### src/pwmc_regs.svh
// Register offsets, field positions and reset values of the PWM controller.
// Assumes a 12-bit APB byte address and 32-bit data.
`ifndef PWMC_REGS_SVH
`define PWMC_REGS_SVH

// ****************************************
// Global registers
// ****************************************
`define PWMC_MR_OFF      12'h000
`define PWMC_ENA_OFF     12'h004
`define PWMC_DIS_OFF     12'h008
`define PWMC_SR_OFF      12'h00C
`define PWMC_IER_OFF     12'h010
`define PWMC_IDR_OFF     12'h014
`define PWMC_IMR_OFF     12'h018
`define PWMC_ISR_OFF     12'h01C

// ****************************************
// Channel registers: page, stride 0x20
// ****************************************
`define PWMC_CH_PAGE     4'h2
`define PWMC_CMR_OFF     5'h00
`define PWMC_DUTY_VALUE_OFF    5'h04
`define PWMC_PERIOD_VALUE_OFF    5'h08
`define PWMC_CCNT_OFF    5'h0C
`define PWMC_CUPD_OFF    5'h10

// ****************************************
// Field positions
// ****************************************
`define PWMC_DIVIDER_A_FACTOR_LSB    0
`define PWMC_DIVIDER_A_SOURCE_SEL_LSB    8
`define PWMC_DIVIDER_B_FACTOR_LSB    16
`define PWMC_DIVIDER_B_SOURCE_SEL_LSB    24
`define PWMC_CSEL_LSB    0
`define PWMC_ALG_BIT     8
`define PWMC_POL_BIT     9
`define PWMC_CPD_BIT     10

// ****************************************
// Clock select codes and reset values
// ****************************************
`define PWMC_SEL_DIVIDED_CLOCK_A    4'hB
`define PWMC_SEL_DIVIDED_CLOCK_B    4'hC
`define PWMC_NPRE        11
`define PWMC_RST_WORD    32'h0000_0000

`endif

### src/pwmc_pkg.sv
// Types shared by the PWM controller.
// Assumes pwmc_regs.svh for numeric constants.
package pwmc_pkg;

    typedef logic [19:0] pwmc_cnt_t;

    // Whole state of the controller
    typedef struct packed {
        logic [7:0]            divider_a_factor;
        logic [7:0]            divider_b_factor;
        logic [3:0]            divider_a_source_sel;
        logic [3:0]            divider_b_source_sel;
        logic [9:0]            pre;
        logic [7:0]            cnta;
        logic [7:0]            cntb;
        logic [6:0]            en;
        logic [6:0]            irq_mask_reg;
        logic [6:0]            irq_status_reg;
        logic [6:0]            dir;
        logic [6:0]            pend;
        logic [6:0]            alg;
        logic [6:0]            pol;
        logic [6:0]            update_target_sel;
        logic [6:0][3:0]       csel;
        logic [6:0][19:0]      cnt;
        logic [6:0][19:0]      prd;
        logic [6:0][19:0]      dty;
        logic [6:0][19:0]      upd;
        logic [6:0]            wave;
        logic                  irq;
        logic                  pready;
        logic                  pslverr;
        logic [31:0]           prdata;
    } pwmc_state_s;

endpackage

### src/pwmc_top.sv
// Seven-channel PWM controller with APB register access.
// Assumes pclk at 50 MHz, presetn asynchronous active low, APB master outside.
//
// Added by the designer: the APB interface to the registers and the register addresses.
`timescale 1ns/1ps
`include "pwmc_regs.svh"

module pwmc_top (
    input  wire logic        pclk,             // Bus and master clock
    input  wire logic        presetn,          // Asynchronous reset, low
    input  wire logic        psel,             // APB select
    input  wire logic        penable,          // APB access phase
    input  wire logic        pwrite,           // APB write
    input  wire logic [11:0] paddr,            // APB byte address
    input  wire logic [31:0] pwdata,           // APB write data
    output logic      [31:0] prdata,           // APB read data
    output logic             pready,           // APB ready
    output logic             pslverr,          // APB error, unmapped
    output logic      [6:0]  channel_wave_out, // Channel waveforms
    output logic             irq               // Channel interrupt
);
    import pwmc_pkg::*;

    pwmc_state_s s_q;
    pwmc_state_s s_d;

    logic [10:0] pt;
    logic        ta;
    logic        tb;
    logic [6:0]  tick;
    logic [6:0]  eoc;
    logic        acc;
    logic        wr;
    logic        rd;
    logic        chp;
    logic [2:0]  ch;
    logic [4:0]  co;

    // ****************************************
    // Bus decode
    // ****************************************

    // Access edge, channel page and index
    assign acc = psel && penable && s_q.pready;
    assign wr  = acc && pwrite;
    assign rd  = acc && !pwrite;
    assign chp = (paddr[11:8] == `PWMC_CH_PAGE) && (paddr[7:5] != 3'h7);
    assign ch  = paddr[7:5];
    assign co  = paddr[4:0];

    // ****************************************
    // Clock generator
    // ****************************************

    // Prescaler ticks: tick k fires once every 2^k cycles
    always_comb begin
        pt[0] = 1'b1;
        for (int k = 1; k < `PWMC_NPRE; k++) begin
            pt[k] = &(s_q.pre | ~10'((1 << k) - 1));
        end
    end

    // Divider ticks; factor 0 keeps the clock off
    always_comb begin
        ta = 1'b0;
        tb = 1'b0;
        if (s_q.divider_a_source_sel < 4'(`PWMC_NPRE) && s_q.divider_a_factor != 8'h00) begin
            ta = pt[s_q.divider_a_source_sel] && (s_q.cnta == s_q.divider_a_factor - 8'h01);
        end
        if (s_q.divider_b_source_sel < 4'(`PWMC_NPRE) && s_q.divider_b_factor != 8'h00) begin
            tb = pt[s_q.divider_b_source_sel] && (s_q.cntb == s_q.divider_b_factor - 8'h01);
        end
    end

    // Channel clock selection among thirteen clocks
    always_comb begin
        for (int i = 0; i < 7; i++) begin
            if (s_q.csel[i] < 4'(`PWMC_NPRE)) begin
                tick[i] = pt[s_q.csel[i]];
            end else if (s_q.csel[i] == `PWMC_SEL_DIVIDED_CLOCK_A) begin
                tick[i] = ta;
            end else if (s_q.csel[i] == `PWMC_SEL_DIVIDED_CLOCK_B) begin
                tick[i] = tb;
            end else begin
                tick[i] = 1'b0;
            end
        end
    end

    // ****************************************
    // Next state
    // ****************************************

    // Clock generator, channels, registers and bus answer
    always_comb begin
        s_d = s_q;
        eoc = 7'h00;

        // Free-running prescaler, divider counters on their source
        s_d.pre = s_q.pre + 10'h001;
        if (s_q.divider_a_source_sel < 4'(`PWMC_NPRE) && pt[s_q.divider_a_source_sel]) begin
            s_d.cnta = ta ? 8'h00 : s_q.cnta + 8'h01;
        end
        if (s_q.divider_b_source_sel < 4'(`PWMC_NPRE) && pt[s_q.divider_b_source_sel]) begin
            s_d.cntb = tb ? 8'h00 : s_q.cntb + 8'h01;
        end
        if (s_q.divider_a_factor == 8'h00) begin
            s_d.cnta = 8'h00;
        end
        if (s_q.divider_b_factor == 8'h00) begin
            s_d.cntb = 8'h00;
        end

        // Channel counters and period end
        for (int i = 0; i < 7; i++) begin
            if (!s_q.en[i]) begin
                s_d.cnt[i] = 20'h00000;
                s_d.dir[i] = 1'b1;
            end else if (tick[i]) begin
                if (!s_q.alg[i]) begin
                    if (s_q.cnt[i] + 20'h00001 >= s_q.prd[i]) begin
                        s_d.cnt[i] = 20'h00000;
                        eoc[i]     = 1'b1;
                    end else begin
                        s_d.cnt[i] = s_q.cnt[i] + 20'h00001;
                    end
                end else if (s_q.dir[i]) begin
                    if (s_q.cnt[i] >= s_q.prd[i]) begin
                        s_d.dir[i] = 1'b0;
                        if (s_q.cnt[i] != 20'h00000) begin
                            s_d.cnt[i] = s_q.cnt[i] - 20'h00001;
                        end
                    end else begin
                        s_d.cnt[i] = s_q.cnt[i] + 20'h00001;
                    end
                end else if (s_q.cnt[i] == 20'h00000) begin
                    eoc[i]     = 1'b1;
                    s_d.dir[i] = 1'b1;
                    s_d.cnt[i] = {19'h00000, s_q.prd[i] != 20'h00000};
                end else begin
                    s_d.cnt[i] = s_q.cnt[i] - 20'h00001;
                end
            end

            // Buffered update taken at period end
            if (eoc[i] && s_q.pend[i]) begin
                s_d.pend[i] = 1'b0;
                if (s_q.update_target_sel[i]) begin
                    s_d.prd[i] = s_q.upd[i];
                end else begin
                    s_d.dty[i] = s_q.upd[i];
                end
            end

            // Comparator
            if (!s_q.en[i]) begin
                s_d.wave[i] = s_q.pol[i];
            end else if (s_q.dty[i] == s_q.prd[i]) begin
                s_d.wave[i] = s_q.pol[i];
            end else if (s_q.dty[i] == 20'h00000) begin
                s_d.wave[i] = !s_q.pol[i];
            end else begin
                s_d.wave[i] = (s_q.cnt[i] >= s_q.dty[i]) ^ s_q.pol[i];
            end
        end

        // Register writes
        if (wr) begin
            unique case (paddr)
                `PWMC_MR_OFF: begin
                    s_d.divider_a_factor = pwdata[`PWMC_DIVIDER_A_FACTOR_LSB +: 8];
                    s_d.divider_a_source_sel = pwdata[`PWMC_DIVIDER_A_SOURCE_SEL_LSB +: 4];
                    s_d.divider_b_factor = pwdata[`PWMC_DIVIDER_B_FACTOR_LSB +: 8];
                    s_d.divider_b_source_sel = pwdata[`PWMC_DIVIDER_B_SOURCE_SEL_LSB +: 4];
                end
                `PWMC_ENA_OFF: s_d.en  = s_q.en | pwdata[6:0];
                `PWMC_DIS_OFF: s_d.en  = s_q.en & ~pwdata[6:0];
                `PWMC_IER_OFF: s_d.irq_mask_reg = s_q.irq_mask_reg | pwdata[6:0];
                `PWMC_IDR_OFF: s_d.irq_mask_reg = s_q.irq_mask_reg & ~pwdata[6:0];
                default: begin
                    if (chp) begin
                        unique case (co)
                            `PWMC_CMR_OFF: begin
                                s_d.csel[ch] = pwdata[`PWMC_CSEL_LSB +: 4];
                                s_d.update_target_sel[ch]  = pwdata[`PWMC_CPD_BIT];
                                if (!s_q.en[ch]) begin
                                    s_d.alg[ch] = pwdata[`PWMC_ALG_BIT];
                                    s_d.pol[ch] = pwdata[`PWMC_POL_BIT];
                                end
                            end
                            `PWMC_DUTY_VALUE_OFF: s_d.dty[ch] = pwdata[19:0];
                            `PWMC_PERIOD_VALUE_OFF: s_d.prd[ch] = pwdata[19:0];
                            `PWMC_CUPD_OFF: begin
                                s_d.upd[ch]  = pwdata[19:0];
                                s_d.pend[ch] = 1'b1;
                            end
                            default: ;
                        endcase
                    end
                end
            endcase
        end

        // Sticky period flags, cleared by reading; a new set wins
        if (rd && paddr == `PWMC_ISR_OFF) begin
            s_d.irq_status_reg = 7'h00;
        end
        s_d.irq_status_reg = s_d.irq_status_reg | eoc;
        s_d.irq = |(s_d.irq_status_reg & s_d.irq_mask_reg);

        // Answer in the access cycle following setup
        s_d.pready  = psel && !penable;
        s_d.pslverr = 1'b0;
        s_d.prdata  = `PWMC_RST_WORD;
        if (psel && !penable) begin
            unique case (paddr)
                `PWMC_MR_OFF: begin
                    s_d.prdata[`PWMC_DIVIDER_A_FACTOR_LSB +: 8] = s_q.divider_a_factor;
                    s_d.prdata[`PWMC_DIVIDER_A_SOURCE_SEL_LSB +: 4] = s_q.divider_a_source_sel;
                    s_d.prdata[`PWMC_DIVIDER_B_FACTOR_LSB +: 8] = s_q.divider_b_factor;
                    s_d.prdata[`PWMC_DIVIDER_B_SOURCE_SEL_LSB +: 4] = s_q.divider_b_source_sel;
                end
                `PWMC_ENA_OFF, `PWMC_DIS_OFF, `PWMC_IER_OFF, `PWMC_IDR_OFF: ;
                `PWMC_SR_OFF:  s_d.prdata[6:0] = s_q.en;
                `PWMC_IMR_OFF: s_d.prdata[6:0] = s_q.irq_mask_reg;
                `PWMC_ISR_OFF: s_d.prdata[6:0] = s_q.irq_status_reg;
                default: begin
                    if (chp && co == `PWMC_CMR_OFF) begin
                        s_d.prdata[`PWMC_CSEL_LSB +: 4] = s_q.csel[ch];
                        s_d.prdata[`PWMC_ALG_BIT]       = s_q.alg[ch];
                        s_d.prdata[`PWMC_POL_BIT]       = s_q.pol[ch];
                        s_d.prdata[`PWMC_CPD_BIT]       = s_q.update_target_sel[ch];
                    end else if (chp && co == `PWMC_DUTY_VALUE_OFF) begin
                        s_d.prdata[19:0] = s_q.dty[ch];
                    end else if (chp && co == `PWMC_PERIOD_VALUE_OFF) begin
                        s_d.prdata[19:0] = s_q.prd[ch];
                    end else if (chp && co == `PWMC_CCNT_OFF) begin
                        s_d.prdata[19:0] = s_q.cnt[ch];
                    end else if (!(chp && co == `PWMC_CUPD_OFF)) begin
                        s_d.pslverr = 1'b1;
                    end
                end
            endcase
        end
    end

    // ****************************************
    // State register
    // ****************************************

    // All state, cleared by reset
    always_ff @(posedge pclk or negedge presetn) begin
        if (!presetn) begin
            s_q <= '0;
        end else begin
            s_q <= s_d;
        end
    end

    // Outputs straight from flip-flops
    assign prdata           = s_q.prdata;
    assign pready           = s_q.pready;
    assign pslverr          = s_q.pslverr;
    assign channel_wave_out = s_q.wave;
    assign irq              = s_q.irq;
endmodule

### config.mk
export PLATFORM = sky130hd
export DESIGN_NAME = pwmc_top
export DESIGN_NICKNAME = d
export VERILOG_FILES = /design/src/pwmc_pkg.sv /design/src/pwmc_top.sv
export VERILOG_INCLUDE_DIRS = /design/src
export SDC_FILE = /design/constraint.sdc
export NUM_CORES = 2
export LEC_CHECK = 0
export BUFFER_PORTS_ARGS = -buffer_cell sky130_fd_sc_hd__buf_2
export CAP_MARGIN = 15
export CELL_PAD_IN_SITES_DETAIL_PLACEMENT = 2
export CELL_PAD_IN_SITES_GLOBAL_PLACEMENT = 2
export CORE_AREA = 10 10 380 382
export CTS_BUF_LIST = sky130_fd_sc_hd__clkbuf_2
export DETAILED_ROUTE_END_ITERATION = 10
export DIE_AREA = 0 0 390 392
export GPL_ROUTABILITY_DRIVEN = 0
export PLACE_DENSITY_LB_ADDON = 0.1
export SYNTH_ARGS = -nofsm -noshare
export SYNTH_HDL_FRONTEND = slang
export SYNTH_SLANG_ARGS = --single-unit
### constraint.sdc
create_clock -name pclk -period 4.9 [get_ports pclk]
set_input_delay 0.98 -clock pclk [delete_from_list [all_inputs] [get_ports pclk]]
set_output_delay 0.98 -clock pclk [all_outputs]
set_load 0.005 [all_outputs]
Yosys cells after proc, flatten, opt, wreduce, memory -nomap -nowiden
Index checks and enable logic that the tools add are counted.
W data, S select, Z words.
Cells by class
  shifts and indexed selects: 0
  reductions and logical operators: 105
  equal/unequal tests: 57
  muxes and demuxes: 301
  $lt $le $gt $ge: 41
  div/mod/pow operators: 0
  $add $sub $neg: 19
  multipliers: 0
  bitwise gates (word level): 17
Operators by type and width (number)
  $mux W20: 91
  $mux W420: 3
  $bwmux W140: 3
  $ge A20 B20 Y1: 21
  $mux W140: 3
  $logic_not A20 Y1: 14
  $reduce_bool A20 Y1: 14
  $bmux W20 S3: 3
  $mux W56: 3
  $mux W1: 149
  $add A20 B1 Y20 const B: 7
  $eq A20 B20 Y1: 7
  $sub A20 B1 Y20 const B: 7
  $demux W20 S3: 1
  $eq A4 B4 Y1 const B: 14
  $mux W8: 7
  $mux W49: 1
  $eq A12 B5 Y1 const B: 4
  $lt A4 B5 Y1 const B: 9
  $bmux W1 S4: 9
  $lt A4 B4 Y1 const B: 9
  $ne A5 B4 Y1 const B: 7
  $pmux W7 S5: 1
  $reduce_and A2 Y1: 17
  other kinds (54): 136
Word-level totals
  latch bits: 0
  bits of input ports: 49
  memory bits (writable): 0
  output and inout port bits: 42
  memories kept: 0
  register bits after elaboration: 732
  word-level logic and storage cells: 601
  ROM bits: 0

Longest topological paths before layout
  depth after elaboration: 17
  depth in mapped cells: 21
  gate-level depth less buffers: 18

Worst setup path before layout
No wires, ideal clock.
  kind: reg2reg
  start point: register s_q[549] (netlist name)
  end point: register s_q[547] (netlist name)
  stages on the path, launching flop included: 20
  setup slack: 668 ps
  period minus slack after synthesis: 4232 ps
  arrival time: 4148 ps
  buffers on the path: 3
  cells stage by stage: dfrtp_1 clkbuf_1 nand3_1 nor4_1 nand3_1 nor2_1 nand4_1 xnor2_1 ha_1 a21o_1 a211o_1 nor3_1 nand2_1 o22ai_1 a31o_2 clkbuf_1 clkbuf_1 o2bb2ai_1 nand2_1 a21boi_0
On the way
  word-level cells in the longest chain between the ends: 6
RTL lines
  start: declaration: RTL line pwmc_top.sv:24  | pwmc_state_s s_q;
  start signal: assignment: RTL line pwmc_top.sv:254  | s_q <= '0;
  start signal: assignment: RTL line pwmc_top.sv:256  | s_q <= s_d;
  $add A20 B1 Y20 (tied with other cells): RTL line pwmc_top.sv:121  | if (s_q.cnt[i] + 20'h00001 >= s_q.prd[i]) begin
  $ge A20 B20 Y1 (tied with other cells): RTL line pwmc_top.sv:121
  $mux W20 (on tied branches): RTL line pwmc_top.sv:121, pwmc_top.sv:127
  $mux W20: RTL line pwmc_top.sv:120  | if (!s_q.alg[i]) begin
  $mux W20: RTL line pwmc_top.sv:119  | end else if (tick[i]) begin
  $mux W20: RTL line pwmc_top.sv:116  | if (!s_q.en[i]) begin
Several ways; a longest one is shown, not always the timed one. The select of a mux whose other input is x is not followed.
A chain may end at the register's enable or synchronous reset.

Final worst setup path
  start point: register s_q[547] (netlist name)
  end point: register s_q[549] (netlist name)
On the way
  word-level cells in the longest chain between the ends: 7
RTL lines
  parallel branches: the longest is 7 deep, another holds $add A20 B1 Y20
Parallel ways; which one is timed is not known. The select of a mux whose other input is x is not followed.

==> results.py <==
metrics = {
    "worst_hold_path": {
        "hold_path_startpoint": "pwdata[1]",
        "hold_path.class": "in2reg",
    },
    "die": {
        "dieArea_um2": 153000,
        "floorplan.core_area_um2": 137000,
        "start_util": 0.407,
        "fp.dieH_um": 392,
        "top_level_ports": 91,
        "die_width_um": 390,
        "number_of_rows_in_the_core_area": 136,
    },
    "layout": {
        "drive_gt1_frac": 0.148,
        "design_area_um2": 61700,
        "area_delta_synth_final_pct": 11.0,
        "finalNetCount": 7375,
    },
    "cts": {
        "clk_latency_ns": 1.85,
        "max-clock-path-buffers": 3,
        "clockRootBuffer": "clkbuf_2",
        "cts_num_sinks": 732,
        "cts-htree-levels": 4,
        "clk_pin_slew_worst_paths_ns": 0.11,
        "cts_setup_buffers": 0,
        "clock_tree_from_tritoncts": "yes",
        "cts-buffers-inserted": 217,
    },
    "setup_path": {
        "crit_fanout": 13,
        "crit_path_start_kind": "flop",
        "nature_of_the_critical_path_endpoint": "flop",
        "worst-endpoint-required_ns": 6.57,
        "worst-endpoint-arrival_ns": 6.32,
        "crit_path_class": "reg2reg",
        "source_of_the_critical_timing_path": "s_q[547]",
        "worstReg2RegStart": "s_q[547]",
    },
    "grt": {
        "grt-ovfl-total": 0,
        "antenna_found_initial": 53,
        "grt_pass1_vias": 61500,
        "grt_max_degree": 97,
        "track_usage": 0.374,
        "wire_length_of_the_first_global_routing_pass_um": 427000,
    },
    "yosys": {
        "post_synth.cell_area_avg_um2": 8.34,
        "synth-edff-count": 0,
        "synth-async-reset-ratio": 1.00,
        "post_synthesis_sequential_area_ratio": 0.329,
        "synth.ff_latch_count": 732,
        "yosys_synthesis_warning_count": 0,
        "synth_ff_type": "dfrtp_1",
        "yosys.cell_types.count": 98,
        "synthesis.area_um2": 55600,
        "netlist_instances": 6671,
    },
    "sta": {
        "timing.slew.headroom": 0.0811,
        "hold_ws_ns": 0.264,
        "final.min_clock_period_ns": 4.65,
        "postLayoutSetupSlackWorst_ns": 0.250,
        "timing.clock.skew_ns": 0.177,
        "tightest_slew_ns": 1.38,
        "final_min_period_over_clock_period": 0.949,
        "max_slew_violation_total_from_the_final_report": 0,
        "hold_viol_final": 0,
        "fmaxAchievable_mhz": 215,
        "number_of_setup_violations_in_the_final_report": 0,
    },
    "power_and_ir_drop": {
        "cellPowerDensity_nw_per_um2": 199,
        "power.static_leakage_nw": 31.5,
        "ir_worst_vdd_mv": 0.190,
    },
    "place": {
        "placed_wire_length_estimate_after_detailed_placement_um": 215000,
        "placement.io_buffers": 82,
        "postPlaceCellArea_um2": 58900,
        "placement.setup.worst_slack_ns": 0.0846,
    },
    "detailed_routing": {
        "routed_wirelength_um": 292000,
        "detail_route.wl_per_cell_um": 33.0,
        "drt_pass1_iterations": 9,
        "drc": 0,
        "drt-initial-drc-count": 6078,
        "via_per_inst": 6.56,
        "detailroute.via_count": 58100,
        "drt.antenna.violating_nets": 0,
    },
    "outcome": {
        "status": "completed",
    },
    "job": {
        "max_cap_violations": 0,
    },
}
==> cells by family after synthesis <==
group	after synthesis	share of synthesized area
other cells	1	0.0000674
compound gates	1670	0.192
simple gates	2217	0.184
buf+inv	880	0.0644
mux	372	0.0740
flops	732	0.329
fa+ha+maj	447	0.101
xor+xnor	352	0.0554
==> what timing repair did <==
action | 4_1_cts | 5_1_grt
endpoints found under the setup margin | 8 | 132
resized for setup | 1 | 21
hold buffers | 75 | 0
endpoints found under the hold margin | 1212 | 0
==> worst max-delay path, cell delays in order (launching register included) <==
cell     delay (ns)
dfrtp_1        0.70
nand3_1        0.27
nor4_1         0.41
nand3_1        0.23
nor2_1         0.35
nand4_1        0.17
xnor2_1        0.22
ha_1           0.24
a21o_1         0.17
a211o_1        0.30
nor3_1         0.15
nand2_1        0.08
o22ai_1        0.16
buf_4          0.18
a31o_2         0.35
a22oi_1        0.15
or3_1          0.31
o21ai_0        0.10
==> where the power goes <==
part           internal (W)  switching (W)  total [W]
logic              0.000283       0.000736    0.00102
clock network       0.00184        0.00327    0.00511
registers           0.00608      0.0000848    0.00616
==> cells in the final DEF (no fill, tap or decap), types with 19 or more instances in the layout <==
master,instances
buf_4,304
and2_1,26
nor4_1,131
o21ai_0,333
nand2b_1,51
a21oi_1,390
a22oi_1,33
o22ai_1,120
nor2b_1,43
o211ai_1,54
mux2_2,226
and4_1,20
inv_1,381
o31ai_1,19
nand4_1,84
nor3_1,95
o221ai_1,45
or3_1,33
nor2_1,637
mux2i_1,137
dfrtp_1,730
nand2_1,756
clkinv_1,58
xor2_1,137
a211oi_1,57
dlygate4sd3_1,74
diode_2,24
clkbuf_2,311
nand3_1,192
xnor2_1,214
a31oi_1,238
and3_1,51
buf_2,78
a21o_1,77
ha_1,447
a221oi_1,62
==> cell usage after synthesis (14+ instances only) <==
cell type	count	share of area
a21o_1	77	0.010
a21boi_0	17	0.0023
dfrtp_1	732	0.33
or3_1	33	0.0037
o211a_1	14	0.0025
a31oi_1	238	0.027
and2_1	27	0.0030
nor2_1	646	0.044
nor3_1	98	0.0088
inv_1	384	0.026
ha_1	447	0.10
buf_4	45	0.0061
a211oi_1	57	0.0077
nor4_1	132	0.015
o21ai_0	333	0.030
buf_1	38	0.0026
and4_1	20	0.0031
o2111ai_1	15	0.0024
a221oi_1	62	0.0098
o221ai_1	45	0.0071
mux2i_1	137	0.025
o31ai_1	20	0.0027
xor2_1	138	0.022
clkbuf_1	362	0.024
nand2_1	756	0.051
a21oi_1	390	0.035
nand4_1	84	0.0094
buf_2	41	0.0037
xnor2_1	214	0.034
o21a_1	16	0.0022
nor2b_1	43	0.0048
o22ai_1	120	0.013
nand3_1	193	0.017
o21ai_1	18	0.0016
and3_1	53	0.0060
mux2_2	226	0.046
nand2b_1	51	0.0057
a22oi_1	33	0.0045
o211ai_1	54	0.0073
==> layer usage <==
metal / GRT usage / routed length, um
met5: 0 / 170
met4: 0.216 / 19300
met3: 0.117 / 29200
met2: 0.563 / 126000
met1: 0.470 / 118000
==> area by class of cell <==
cell class | count | area, um2
Fill cell | 15500 | 75100
Clock buffer | 311 | 1560
Sequential cell | 732 | 18300
Clock inverter | 79 | 428
Antenna cell | 24 | 60.1
Timing Repair Buffer | 481 | 3850
Inverter | 385 | 1450
Multi-Input combinational cell | 5062 | 33800
Tap cell | 1794 | 2240
==> path summary, 6_finish.rpt <==
path	slack [ns]	endpoint	cells past startpoint
worst min register to register	0.49	s_q[709]	1
worst max-delay path	0.25	s_q[549]	17
max in group asynchronous	3.65	s_q[358]	4
worst min-delay path	0.26	s_q[729]	4
worst max register to register	0.25	s_q[549]	17
min in group asynchronous	0.56	s_q[666]	4
==> stage by stage <==
| step | util | std cells | total power (W) | setup TNS [ns] |
|---|---|---|---|---|
| detailed placement | 0.430 | 8377 | 0.00721 | 0 |
| global route | 0.451 | 8855 | 0.0128 | -0.0609 |
| finish | 0.451 | 8868 | 0.0123 | 0 |
| global placement | 0.430 | 8377 | 0.00718 | 0 |
| floorplan | - | 6674 | 0.00670 | 0 |
| CTS | 0.450 | 8842 | 0.0123 | 0 |
Note: power is estimated with default switching activity, not from simulation.
